**src/inc/oag_pkg.sv**
```systemverilog
// shared constants and types for the operand address generator
package oag_pkg;
   localparam int OAG_AW = 16;
   localparam int OAG_DW = 8;
   localparam logic [15:0] OAG_ADDR_RST = 16'h0000;
   localparam logic [7:0] OAG_BYTE_RST = 8'h00;
   localparam logic [1:0] OAG_CNT_RST = 2'h0;

   // addressing modes as presented by the opcode decoder
   typedef enum logic [3:0] {
      OAG_M_INH      = 4'h0,
      OAG_M_IMM      = 4'h1,
      OAG_M_DIR_S    = 4'h2,
      OAG_M_DIR_L    = 4'h3,
      OAG_M_IDX_N    = 4'h4,
      OAG_M_IDX_S    = 4'h5,
      OAG_M_IDX_L    = 4'h6,
      OAG_M_IND_S    = 4'h7,
      OAG_M_IND_L    = 4'h8,
      OAG_M_REL_D    = 4'h9,
      OAG_M_REL_I    = 4'hA,
      OAG_M_BIT_D    = 4'hB,
      OAG_M_BIT_I    = 4'hC,
      OAG_M_BTR_D    = 4'hD,
      OAG_M_BTR_I    = 4'hE
   } oag_mode_t;
endpackage

```
**src/inc/oag_fetch_if.sv**
```systemverilog
// fetch byte stream between sequencer and byte assembler
`timescale 1ns/1ps
interface oag_fetch_if;
   logic       take;
   logic [7:0] data;
   logic       clr;
   logic [1:0] count;
   logic [15:0] word;
   modport seq (output take, output data, output clr,
                input count, input word);
   modport asm (input take, input data, input clr,
                output count, output word);
endinterface

```
**src/core/oag_core.sv**
```systemverilog
// operand addressing: byte count and effective address per mode
// Functional notes
// - inherent: opcode only, no further bytes
// - immediate: opcode plus one operand byte
// - short direct: one byte address 00-FF
// - long direct: two byte address word
// - indexed: unsigned index plus offset
// - no offset indexed: address is index
// - short indexed: byte offset, reach 1FE
// - long indexed: word offset, full space
// - indirect: fetch pointer, then operand address
// - short indirect: byte pointer, page zero
// - long indirect: word pointer, full space
// - relative: signed offset on next pc
// - short direct and short indirect stay in page zero; short indexed reaches 1FE
// - read-modify-write refuses the long forms (direct, indexed, indirect)
// - no offset: alternate index adds one byte
`timescale 1ns/1ps
module oag_core
   import oag_pkg::*;
(
   input  wire logic        sys_clk,   // core clock 50 MHz
   input  wire logic        rst,       // async reset, high
   input  wire logic        op_valid,  // opcode presented
   output logic             op_ready,  // decoder idle
   input  wire oag_mode_t   op_mode,   // addressing mode
   input  wire logic        op_alt,    // alternate index selected
   input  wire logic        op_rmw,    // read-modify-write opcode
   input  wire logic [7:0]  idx_pri,   // primary index value
   input  wire logic [7:0]  idx_alt,   // alternate index value
   input  wire logic [15:0] pc_next,   // pc past the instruction
   output logic             fb_req,    // request next stream byte
   input  wire logic        fb_valid,  // stream byte present
   input  wire logic [7:0]  fb_data,   // stream byte
   output logic             mem_req,   // pointer read request
   output logic [15:0]      mem_addr,  // pointer read address
   input  wire logic        mem_valid, // pointer byte returned
   input  wire logic [7:0]  mem_data,  // pointer byte
   output logic             ea_valid,  // address ready pulse
   output logic [15:0]      ea_addr,   // effective address
   output logic [7:0]       ea_imm,    // immediate operand
   output logic             ea_is_imm, // operand is immediate
   output logic [1:0]       ea_len,    // bytes after opcode
   output logic             ea_err     // mode refused for opcode
);
   typedef enum {
      OAG_IDLE, OAG_FETCH, OAG_PTR, OAG_DONE
   } oag_state_t;

   oag_state_t  state_ff, nxt_state;
   oag_mode_t   mode_ff;
   logic        alt_ff;
   logic [1:0]  need_ff;
   logic [1:0]  pneed_ff;
   logic [1:0]  pcnt_ff;
   logic [15:0] ptr_ff;
   logic [15:0] addr_ff;
   logic [7:0]  imm_ff;
   logic        isimm_ff;
   logic        err_ff;
   logic [1:0]  len_ff;

   oag_fetch_if fif ();
   oag_byte_asm u_asm (
      .sys_clk (sys_clk),
      .rst     (rst),
      .f       (fif)
   );

   // stream bytes after the opcode per mode
   logic [1:0] need_w;
   always_comb begin
      unique case (op_mode)
         OAG_M_INH:   need_w = 2'h0;
         OAG_M_IMM:   need_w = 2'h1;
         OAG_M_DIR_S: need_w = 2'h1;
         OAG_M_DIR_L: need_w = 2'h2;
         OAG_M_IDX_N: need_w = op_alt ? 2'h1 : 2'h0;
         OAG_M_IDX_S: need_w = 2'h1;
         OAG_M_IDX_L: need_w = 2'h2;
         OAG_M_IND_S: need_w = 2'h1;
         OAG_M_IND_L: need_w = 2'h1;
         OAG_M_REL_D: need_w = 2'h1;
         OAG_M_REL_I: need_w = 2'h1;
         OAG_M_BIT_D: need_w = 2'h1;
         OAG_M_BIT_I: need_w = 2'h1;
         OAG_M_BTR_D: need_w = 2'h2;
         OAG_M_BTR_I: need_w = 2'h2;
         default:     need_w = 2'h0;
      endcase
   end

   // pointer bytes read from memory
   wire [1:0] pneed_w =
      (op_mode == OAG_M_IND_L) ? 2'h2 :
      (op_mode == OAG_M_IND_S || op_mode == OAG_M_REL_I ||
       op_mode == OAG_M_BIT_I || op_mode == OAG_M_BTR_I) ? 2'h1 : 2'h0;

   // long forms refused for read-modify-write opcodes
   wire long_w = (op_mode == OAG_M_DIR_L) || (op_mode == OAG_M_IDX_L) ||
                 (op_mode == OAG_M_IND_L);
   wire rmw_bad = op_rmw && long_w;

   wire [7:0]  idx_w    = alt_ff ? idx_alt : idx_pri;
   wire [15:0] idx16    = {8'h00, idx_w};
   wire [15:0] wd       = fif.word;
   wire [15:0] off8     = {8'h00, wd[7:0]};
   wire [15:0] rel_off  = {{8{wd[7]}}, wd[7:0]};
   wire [15:0] prel_off = {{8{ptr_ff[7]}}, ptr_ff[7:0]};
   wire [15:0] ptr_base = {8'h00, wd[7:0]};
   // bit-relative: first stream byte is the address, second the offset
   wire [15:0] btr_adr  = {8'h00, wd[15:8]};

   // effective address once all bytes are in hand
   logic [15:0] ea_w;
   always_comb begin
      unique case (mode_ff)
         OAG_M_DIR_S: ea_w = off8;
         OAG_M_DIR_L: ea_w = wd;
         OAG_M_IDX_N: ea_w = idx16;
         OAG_M_IDX_S: ea_w = idx16 + off8;
         OAG_M_IDX_L: ea_w = idx16 + wd;
         OAG_M_IND_S: ea_w = {8'h00, ptr_ff[7:0]};
         OAG_M_IND_L: ea_w = ptr_ff;
         OAG_M_REL_D: ea_w = pc_next + rel_off;
         OAG_M_REL_I: ea_w = pc_next + prel_off;
         OAG_M_BIT_D: ea_w = off8;
         OAG_M_BIT_I: ea_w = {8'h00, ptr_ff[7:0]};
         OAG_M_BTR_D: ea_w = btr_adr;
         OAG_M_BTR_I: ea_w = {8'h00, ptr_ff[7:0]};
         default:     ea_w = OAG_ADDR_RST;
      endcase
   end

   // pointer location for indirect reads
   wire [15:0] ptr_loc  = ((mode_ff == OAG_M_BTR_I) ? btr_adr : ptr_base)
                          + {14'h0000, pcnt_ff};
   wire fetch_done = (fif.count == need_ff);
   wire ptr_done   = (pcnt_ff == pneed_ff);
   wire take_w     = (state_ff == OAG_FETCH) && !fetch_done && fb_valid;
   wire start_w    = (state_ff == OAG_IDLE) && op_valid;
   wire pget_w     = (state_ff == OAG_PTR) && !ptr_done && mem_valid;

   assign fif.take = take_w;
   assign fif.data = fb_data;
   assign fif.clr  = start_w;

   always_comb begin
      nxt_state = state_ff;
      unique case (state_ff)
         OAG_IDLE:  if (op_valid) nxt_state = OAG_FETCH;
         OAG_FETCH: if (fetch_done)
                       nxt_state = (pneed_ff != 2'h0) ? OAG_PTR : OAG_DONE;
         OAG_PTR:   if (ptr_done) nxt_state = OAG_DONE;
         OAG_DONE:  nxt_state = OAG_IDLE;
      endcase
   end

   always_ff @(posedge sys_clk or posedge rst) begin
      if (rst) begin
         state_ff <= OAG_IDLE;
         mode_ff  <= OAG_M_INH;
         alt_ff   <= 1'b0;
         need_ff  <= OAG_CNT_RST;
         pneed_ff <= OAG_CNT_RST;
         len_ff   <= OAG_CNT_RST;
         err_ff   <= 1'b0;
      end else begin
         state_ff <= nxt_state;
         if (start_w) begin
            mode_ff  <= op_mode;
            alt_ff   <= op_alt;
            need_ff  <= need_w;
            pneed_ff <= pneed_w;
            len_ff   <= need_w;
            err_ff   <= rmw_bad;
         end
      end
   end

   // pointer collection, high byte first
   always_ff @(posedge sys_clk or posedge rst) begin
      if (rst) begin
         ptr_ff  <= OAG_ADDR_RST;
         pcnt_ff <= OAG_CNT_RST;
      end else if (start_w) begin
         ptr_ff  <= OAG_ADDR_RST;
         pcnt_ff <= OAG_CNT_RST;
      end else if (pget_w) begin
         ptr_ff  <= {ptr_ff[7:0], mem_data};
         pcnt_ff <= pcnt_ff + 2'h1;
      end
   end

   always_ff @(posedge sys_clk or posedge rst) begin
      if (rst) begin
         addr_ff  <= OAG_ADDR_RST;
         imm_ff   <= OAG_BYTE_RST;
         isimm_ff <= 1'b0;
      end else if (state_ff == OAG_DONE) begin
         addr_ff  <= ea_w;
         imm_ff   <= wd[7:0];
         isimm_ff <= (mode_ff == OAG_M_IMM);
      end
   end

   logic valid_ff;
   always_ff @(posedge sys_clk or posedge rst) begin
      if (rst) valid_ff <= 1'b0;
      else     valid_ff <= (state_ff == OAG_DONE);
   end

   assign op_ready  = (state_ff == OAG_IDLE);
   assign fb_req    = (state_ff == OAG_FETCH) && !fetch_done;
   assign mem_req   = (state_ff == OAG_PTR) && !ptr_done;
   assign mem_addr  = ptr_loc;
   assign ea_valid  = valid_ff;
   assign ea_addr   = addr_ff;
   assign ea_imm    = imm_ff;
   assign ea_is_imm = isimm_ff;
   assign ea_len    = len_ff;
   assign ea_err    = err_ff;
endmodule

```
**src/core/oag_byte_asm.sv**
```systemverilog
// assembles operand bytes that follow the opcode, high byte first
`timescale 1ns/1ps
module oag_byte_asm
   import oag_pkg::*;
(
   input  wire logic sys_clk, // core clock
   input  wire logic rst,     // async reset
   oag_fetch_if.asm  f        // byte stream
);
   logic [15:0] word_ff;
   logic [1:0]  count_ff;
   wire  [15:0] nxt_word  = {word_ff[7:0], f.data};
   wire  [1:0]  nxt_count = count_ff + 2'h1;

   always_ff @(posedge sys_clk or posedge rst) begin
      if (rst) begin
         word_ff  <= OAG_ADDR_RST;
         count_ff <= OAG_CNT_RST;
      end else if (f.clr) begin
         word_ff  <= OAG_ADDR_RST;
         count_ff <= OAG_CNT_RST;
      end else if (f.take) begin
         word_ff  <= nxt_word;
         count_ff <= nxt_count;
      end
   end

   assign f.count = count_ff;
   assign f.word  = word_ff;
endmodule

```
**config.mk**
```make
export PLATFORM = sky130hd
export DESIGN_NAME = oag_core
export DESIGN_NICKNAME = d
export VERILOG_FILES = /design/src/inc/oag_pkg.sv /design/src/inc/oag_fetch_if.sv /design/src/core/oag_core.sv /design/src/core/oag_byte_asm.sv
export SDC_FILE = /design/constraint.sdc
export NUM_CORES = 1
export LEC_CHECK = 0
export ABC_AREA = 1
export BUFFER_PORTS_ARGS = -buffer_cell sky130_fd_sc_hd__buf_2
export CAP_MARGIN = 20
export CORE_MARGIN = 2
export CORE_UTILIZATION = 50
export DETAILED_ROUTE_END_ITERATION = 10
export PLACE_DENSITY_LB_ADDON = 0.3
export SYNTH_ARGS = -nofsm -noshare
export SYNTH_HDL_FRONTEND = slang
export SYNTH_HIERARCHICAL = 1
export SYNTH_SLANG_ARGS = --single-unit
export TNS_END_PERCENT = 30
```
**constraint.sdc**
```tcl
create_clock -name sys_clk -period 3 [get_ports sys_clk]
set_input_delay 0.3 -clock sys_clk [delete_from_list [all_inputs] [get_ports sys_clk]]
set_output_delay 0.3 -clock sys_clk [all_outputs]
set_load 0.05 [all_outputs]
```
Yosys cells after proc, flatten, opt, wreduce, memory -nomap -nowiden
Cells that the tools add are included.
{"block": "word_totals", "register_bits": 104, "inputBits": 59, "output_inout_bits": 48, "word_cells": 103}
{"block": "op_classes", "n_addsub": 7, "eq_ne": 39, "muxes": 20, "n_reduce_logical": 23}
{"op": "$pmux 16 s10", "count": 1}
{"op": "$pmux 32 s4", "count": 1}
{"op": "$eq 32x2->1 const B", "count": 3}
{"op": "$mux 32", "count": 3}
{"op": "$eq 32x3->1 const B", "count": 2}
{"op": "$logic_not 32->1", "count": 2}
{"op": "$mux 16", "count": 4}
{"op": "$eq 4x4->1 const B", "count": 14}
{"op": "$add 16x16->16", "count": 2}
{"op": "$eq 32x1->1 const B", "count": 1}
{"op": "$eq 4x3->1 const B", "count": 8}
{"op": "$add 8x16->16", "count": 1}
{"op": "$eq 4x2->1 const B", "count": 4}
{"op": "$mux 8", "count": 2}
{"op": "$mux 2", "count": 5}
{"op": "$add 8x2->9", "count": 1}
{"op": "$add 8x8->9", "count": 1}
{"op": "$reduce_or 9->1", "count": 1}
{"op": "$eq 4x1->1 const B", "count": 2}
{"op": "$logic_and 1x1->1", "count": 6}
{"op": "$ne 2x2->1 const B", "count": 3}
{"op": "$pmux 2 s3", "count": 1}
{"op": "$reduce_bool 2->1", "count": 3}
{"op": "$logic_or 1x1->1", "count": 5}
{"op": "8 further kinds", "count": 13}

Depth between registers and ports, before layout
Gate-level depths: netlist of the first run.
{"block": "logic_depth", "word_depth": 6, "depth_mapped": 22, "mapped_depth_nobuf": 20}

Cells and area by module
The synthesis of the first run kept the hierarchy.
{"mod": "oag_core", "n_inst": 1, "cells_per_inst": 799, "area_each_um2": 5063.6, "seq_area_each_um2": 1401.3}
{"mod": "oag_byte_asm", "n_inst": 1, "cells_per_inst": 81, "area_each_um2": 743.2, "seq_area_each_um2": 450.4}

Least setup slack after synthesis of the first run
OpenSTA, ideal clock, no wires.
{"block": "synth_timing", "path_type": "reg-to-output", "start": "register mode_ff[0]", "end": "output port mem_addr[8]", "arrival_ns": 2.724, "required_time_ns": 2.700, "slack_ns": -0.024, "stages_incl_launch_ff": 11, "n_path_buf": 1, "path_cell_list": "dfrtp_1 > nor2_4 > nand3_4 > buf_6 > o21ai_0 > ha_1 > fa_1 > nand3_1 > nor2_1 > nand2_1 > nor3_1"}
{"block": "synth_between", "elab_chain_len": 3}
{"element": "from (decl)", "line_no": "oag_core.sv:51", "source": "oag_mode_t mode_ff;"}
{"element": "from (signal assigned)", "line_no": "oag_core.sv:171", "source": "mode_ff <= op_mode;"}
{"element": "$eq 4x4->1", "line_no": "oag_core.sv:136", "source": "wire [15:0] ptr_loc = ((mode_ff == OAG_M_BTR_I) ? btr_adr : ptr_base)"}
{"element": "$mux 8", "line_no": "oag_core.sv:136"}
{"element": "$add 8x2->9", "line_no": "oag_core.sv:137", "source": "+ {14'h0000, pcnt_ff};"}
{"element": "to (decl)", "line_no": "oag_core.sv:36", "source": "output logic [15:0] mem_addr,"}
Every way passes these cells.

Worst setup path in the final report of the first run
{"block": "layout_timing", "start": "register mode_ff[0]", "end": "output port mem_addr[6]"}
Same word-level chain as after synthesis.

==> metrics.yaml, run 1 <==
detailed_routing:
  antenna_left: 0
  first_pass_iters: 6
  wl_per_cell_um: 15.4
  post_drt_via_cell_ratio: 5.34
  drtIter0Drc: 603
  wl_um: 17600
  vias: 6126
  drc: 0
clock_network:
  cts-buffers-inserted: 9
  cts_tree: "yes"
  cts-root-buf: "clkbuf_16"
  clock_sinks: 74
  cts.path.max_buffers: 2
  hold_buffers: 0
  path_clk_slew_ns: 0.06
  htreeDepth: 3
  clk_latency_ns: 0.34
synthesis:
  ys_seq_area_frac: 0.319
  netlist_instances: 880
  synth-seq-cells: 74
  syn_avg_cell_area_um2: 6.60
  synth-main-ff-cell: "dfrtp_1"
  ys_types: 38
  async_reset_ff_frac: 1.00
  synth-edff-count: 0
  ys_warn_count: 6
  syn-cell-area_um2: 5810
timing:
  final.period_utilization: 0.954
  finClkSkew_ns: 0.00599
  worst-slew-pin-transition_ns: 0.816
  maxSlewViolCount: 0
  min_period_ns: 2.86
  fmax_ghz: 0.349
  setup_violations: 0
  holdWs_ns: 0.0718
  finalHoldViolCount: 0
  max-slew-margin-rel: 0.454
floorplanning:
  io_pins: 107
  die_w_um: 112
  die_h_um: 112
  die-area_um2: 12500
  core_um2: 11400
  initial_utilization: 0.511
  rows: 39
flow_run:
  drv_cap: 0
layout:
  n_fill_cell: 1077
  drive_gt1_frac: 0.172
  diodes: 0
  area_delta_synth_final_pct: 18.3
  nets: 1095
worst_setup_path:
  crit_required_ns: 2.70
  crit_type: "reg -> out"
  worst_ep_arrival_time_ns: 2.56
  cp-start-kind: "flop"
  critical_path.max_fanout: 11
  end_kind: "output pin"
power:
  pwr-share-seq: 0.241
  p_int_mw: 3.53
  powerDensity_nw_per_um2: 1140
  ir_drop_uv: 1010
  leakagePower_nw: 3.98
  finalPower_mw: 7.83
  p_clk_frac: 0.141
  swShare: 0.549
  combPwrFrac: 0.619
  switchingPower_mw: 4.30
global_routing:
  antenna_found_initial: 0
  gr-total-overflow: 0
  grt_pass1_vias: 5739
  track_usage: 0.286
  grt_max_degree: 33
  grt_pass1_wl_um: 28300
run_status:
  outcome: "completed"
hold_path:
  min_path_type: "in -> async"
placement:
  place_congestion: 1.01
  portBuffers: 99
  dp_hpwl_um: 13600
==> cell families after synthesis <==
group,synth area share
and+or+nand+nor,0.349
buffers and inverters,0.119
AOI/OAI and AO/OA,0.107
DFF,0.319
adders and majority gates,0.0836
xor gates and xnor gates,0.0181
muxes,0.00388
other,0.000646
==> flip-flops by register name, indices dropped and copies added (netlist names), 4 cells and up <==
name / cells
ea_addr: 16
ea_imm: 8
mode_ff: 4
ptr_ff: 16
u_asm/f.word: 16
==> worst max-delay path: stages, from the launching register on <==
cell and delay, ns:
dfrtp_2 0.44, nor2_4 0.12, buf_4 0.14, nand3_4 0.13
nand2_1 0.08, o21ai_0 0.09, ha_1 0.22, fa_2 0.37
nand3_2 0.09, nor2_1 0.04, nand2_1 0.11, xor2_1 0.18
buf_4 0.22
==> timing repair <==
item | 4_1_cts | 5_1_grt
setup endpoints to repair | 3 | 11
setup buffers | 0 | 6
cloned | 0 | 0
resized for setup | 4 | 7
==> layer usage <==
| metal | vias up | track usage | wire, µm |
|---|---|---|---|
| li1 | 3022 | - | - |
| met1 | 2768 | 0.365 | 7250 |
| met2 | 275 | 0.473 | 8200 |
| met3 | 61 | 0.0441 | 1330 |
| met4 | 0 | 0.142 | 850 |
| met5 | - | 0 | 0 |
==> final timing paths <==
path,slack [ns],startpoint,depth (start not counted),end
max,0.14,mode_ff[0]$_DFFE_PP0P_,12,mem_addr[6]
min,0.07,rst,2,u_asm/f.word[11]$_DFFE_PP0P_
max reg2reg,0.20,mode_ff[0]$_DFFE_PP0P_,17,ea_addr[8]$_DFFE_PP0P_
min reg2reg,0.47,ea_imm[2]$_DFFE_PP0P_,2,ea_imm[2]$_DFFE_PP0P_
max in group asynchronous,2.19,rst,3,ea_addr[7]$_DFFE_PP0P_
min in group sys_clk,0.19,fb_data[1],3,u_asm/f.word[1]$_DFFE_PP0P_
==> area by class of cell <==
type | count | area [µm²] | area share
Sequential cell | 74 | 1850 | 0.270
Timing Repair Buffer | 124 | 688 | 0.100
Inverter | 143 | 537 | 0.0782
Tap cell | 143 | 179 | 0.0261
Clock inverter | 7 | 77.6 | 0.0113
Multi-Input combinational cell | 647 | 3310 | 0.481
Clock buffer | 9 | 225 | 0.0328
==> power groups by stage <==
stage	sequential [mW]	clock (mW)	combinational [mW]
2_1_floorplan	2.29	0	3.00
3_3_place_gp	1.88	0	4.67
3_5_place_dp	1.88	0	4.71
4_1_cts	1.87	1.11	4.74
5_1_grt	1.92	1.15	5.34
6_report	1.88	1.10	4.84
==> synth_stat cells (7+ instances only) <==
library cell  instances  area share
a21oi_1              28       0.024
a22oi_1               7      0.0090
buf_4                 9       0.012
dfrtp_1              74        0.32
ha_1                 34       0.073
inv_1               140       0.090
nand2_1             320        0.21
nand3_1              86       0.074
nor2_1               37       0.024
nor3_1                9      0.0078
o21ai_0              44       0.038
o22ai_1              17       0.018
or2_2                 8      0.0086
xor2_1                9       0.014
==> cell usage in the layout, fill, tap and decap left out, drive strengths merged, types with 3 or more instances in the layout <==
cell type,synthesis,final
fa,3,3
o21ai,48,48
xnor2,3,3
conb,1,7
clkbuf,6,9
o22ai,17,17
buf,16,124
a22oi,7,7
nand3,87,87
nor2,43,43
or2,8,8
nor3,9,9
nand2,321,321
ha,34,34
clkinvlp,0,3
a21oi,28,28
xor2,9,9
inv,142,144
nand3b,5,5
dfrtp,74,74
nand4,5,5
==> through the flow <==
stage               std cells   util  setup TNS (ns)  instance area (µm²)  worst slack, ns
floorplan                 886      -               0                 5830           0.0907
global placement         1125  0.571               0                 6490            0.197
detailed placement       1125  0.571               0                 6490            0.171
CTS                      1141  0.599               0                 6810           0.0424
global route             1147  0.604         -0.0102                 6870          -0.0102
finish                   1147  0.604               0                 6870            0.139
No activity file was read; power rests on OpenSTA's default activity.
==> inputs of run 2 (changes only) <==
==> constraint.sdc (replaced) <==
create_clock -name sys_clk -period 3 [get_ports sys_clk]
set_input_delay 0.3 -clock sys_clk [delete_from_list [all_inputs] [get_ports sys_clk]]
set_output_delay 0.3 -clock sys_clk [all_outputs]
set_load 0.005 [all_outputs]
==> metrics.yaml, run 2 (synthesis gave the netlist of run 1 again) <==
worst_setup_path:
  worst-path-stages: 12
  r2r_start: "mode_ff[1]$_DFFE_PP0P_"
  crit_required_ns: 2.70
  r2r_cells: 17
  path_delay_family: "simple AND/OR/NAND/NOR gates"
  worstPathCellList: "inv_2 > nor2_4 > nand3_4 > nand2_1 > o21ai_1 > ha_1 > fa_1 > nand3_1 > nor2_1 > nand2_1 > xor2_1 > buf_2"
  crit_type: "reg -> out"
  cpPeakStageDelay_ns: 0.40
  end_kind: "output pin"
  critical_path.max_fanout: 11
  worst_ep_arrival_time_ns: 2.53
  cp-start-kind: "flop"
  slowest_stage: "dfrtp_2"
  path_buf_inv: 2
  cp_common_cell: "nand2_1"
  crit_start: "mode_ff[1]$_DFFE_PP0P_"
run_status:
  outcome: "completed"
timing:
  finClkSkew_ns: 0.00837
  maxSlewViolCount: 0
  setup_ws_ns: 0.167
  max-slew-margin-rel: 0.462
  final.period_utilization: 0.944
  setup_violations: 0
  min_period_ns: 2.83
  finalHoldViolCount: 0
  fmax_ghz: 0.353
  worst-slew-pin-transition_ns: 0.807
layout:
  drive_gt1_frac: 0.171
  ff_latch_area_um2: 1850
  area_delta_synth_final_pct: 18.8
  final_common_cell: "nand2_1"
  design_area_um2: 6900
  nets: 1098
  diodes: 0
  final_cell_mix: "319 x nand2_1, 139 x inv_1, 99 x buf_2, 86 x nand3_1, 72 x dfrtp_1"
  n_fill_cell: 1099
  multiInputGateArea_um2: 3290
detailed_routing:
  antenna_left: 0
  drc: 0
  vias: 6193
  wl_um: 17500
  drtIter0Drc: 501
  first_pass_iters: 5
  wl_per_cell_um: 15.2
  post_drt_via_cell_ratio: 5.39
clock_network:
  clock_sinks: 74
  cts.path.max_buffers: 2
  cts-buffers-inserted: 9
  cts_tree: "yes"
  cts-root-buf: "clkbuf_16"
  hold_buffers: 0
  clk_latency_ns: 0.34
  path_clk_slew_ns: 0.06
  htreeDepth: 3
placement:
  place_ws_ns: 0.116
  place_congestion: 1.01
  portBuffers: 99
  dp_hpwl_um: 13700
  dpl_cell_area_um2: 6500
global_routing:
  track_usage: 0.286
  grt_pass1_vias: 5898
  grt_max_degree: 35
  antenna_found_initial: 0
  grt_pass1_wl_um: 28300
  gr-total-overflow: 0
power:
  leakagePower_nw: 4.03
  ir_drop_uv: 625
  powerDensity_nw_per_um2: 1020
  finalPower_mw: 7.05
floorplanning:
  initial_utilization: 0.511
  rows: 39
  io_pins: 107
  die_h_um: 112
  die-area_um2: 12500
  die_w_um: 112
  core_um2: 11400
flow_run:
  drv_cap: 0
hold_path:
  min_path_type: "in -> async"
[run 2: per-stage QoR]
step	hold slack, ns	utilization	std cells	TNS, ns
global placement	0.447	0.572	1127	0
finish	0.0691	0.607	1150	0
CTS	0.0870	0.602	1143	0
global route	0.144	0.607	1150	-0.00555
detailed placement	0.447	0.572	1127	0
floorplan	0.239	-	886	0
[run 2: power breakdown]
group	internal, mW	leakage, nW	switching (mW)
Clock	0.760	0.164	0.450
Sequential	1.42	0.983	0.431
Combinational	1.47	2.88	2.52
Total	3.64	4.03	3.40
[run 2: worst paths after layout]
path	slack, ns	to
worst max-delay path	0.17	mem_addr[6]
worst min-delay path	0.07	u_asm/f.word[6]$_DFFE_PP0P_
worst max register to register	0.23	ea_addr[8]$_DFFE_PP0P_
worst min register to register	0.48	ea_imm[2]$_DFFE_PP0P_
max in group asynchronous	2.20	ea_addr[13]$_DFFE_PP0P_
min in group sys_clk	0.17	alt_ff$_DFFE_PP0P_
[run 2: repair_timing]
item                       in CTS  in global routing
pin swaps                       0                  2
setup endpoints to repair       1                 15
resized for setup               1                  4
setup buffers                   0                  7
[run 2: final cells by class]
type | count | area share
Timing Repair Buffer | 127 | 0.102
Tap cell | 143 | 0.0259
Clock inverter | 6 | 0.0138
Sequential cell | 74 | 0.269
Clock buffer | 10 | 0.0346
Inverter | 143 | 0.0778
Multi-Input combinational cell | 647 | 0.477
[run 2: routing by layer]
metal | vias to the layer above | GRT usage | wire, µm
met3 | 57 | 0.0446 | 1130
met5 | - | 0 | 0
met2 | 275 | 0.489 | 8420
met1 | 2823 | 0.352 | 7110
li1 | 3038 | - | -
met4 | 0 | 0.139 | 802
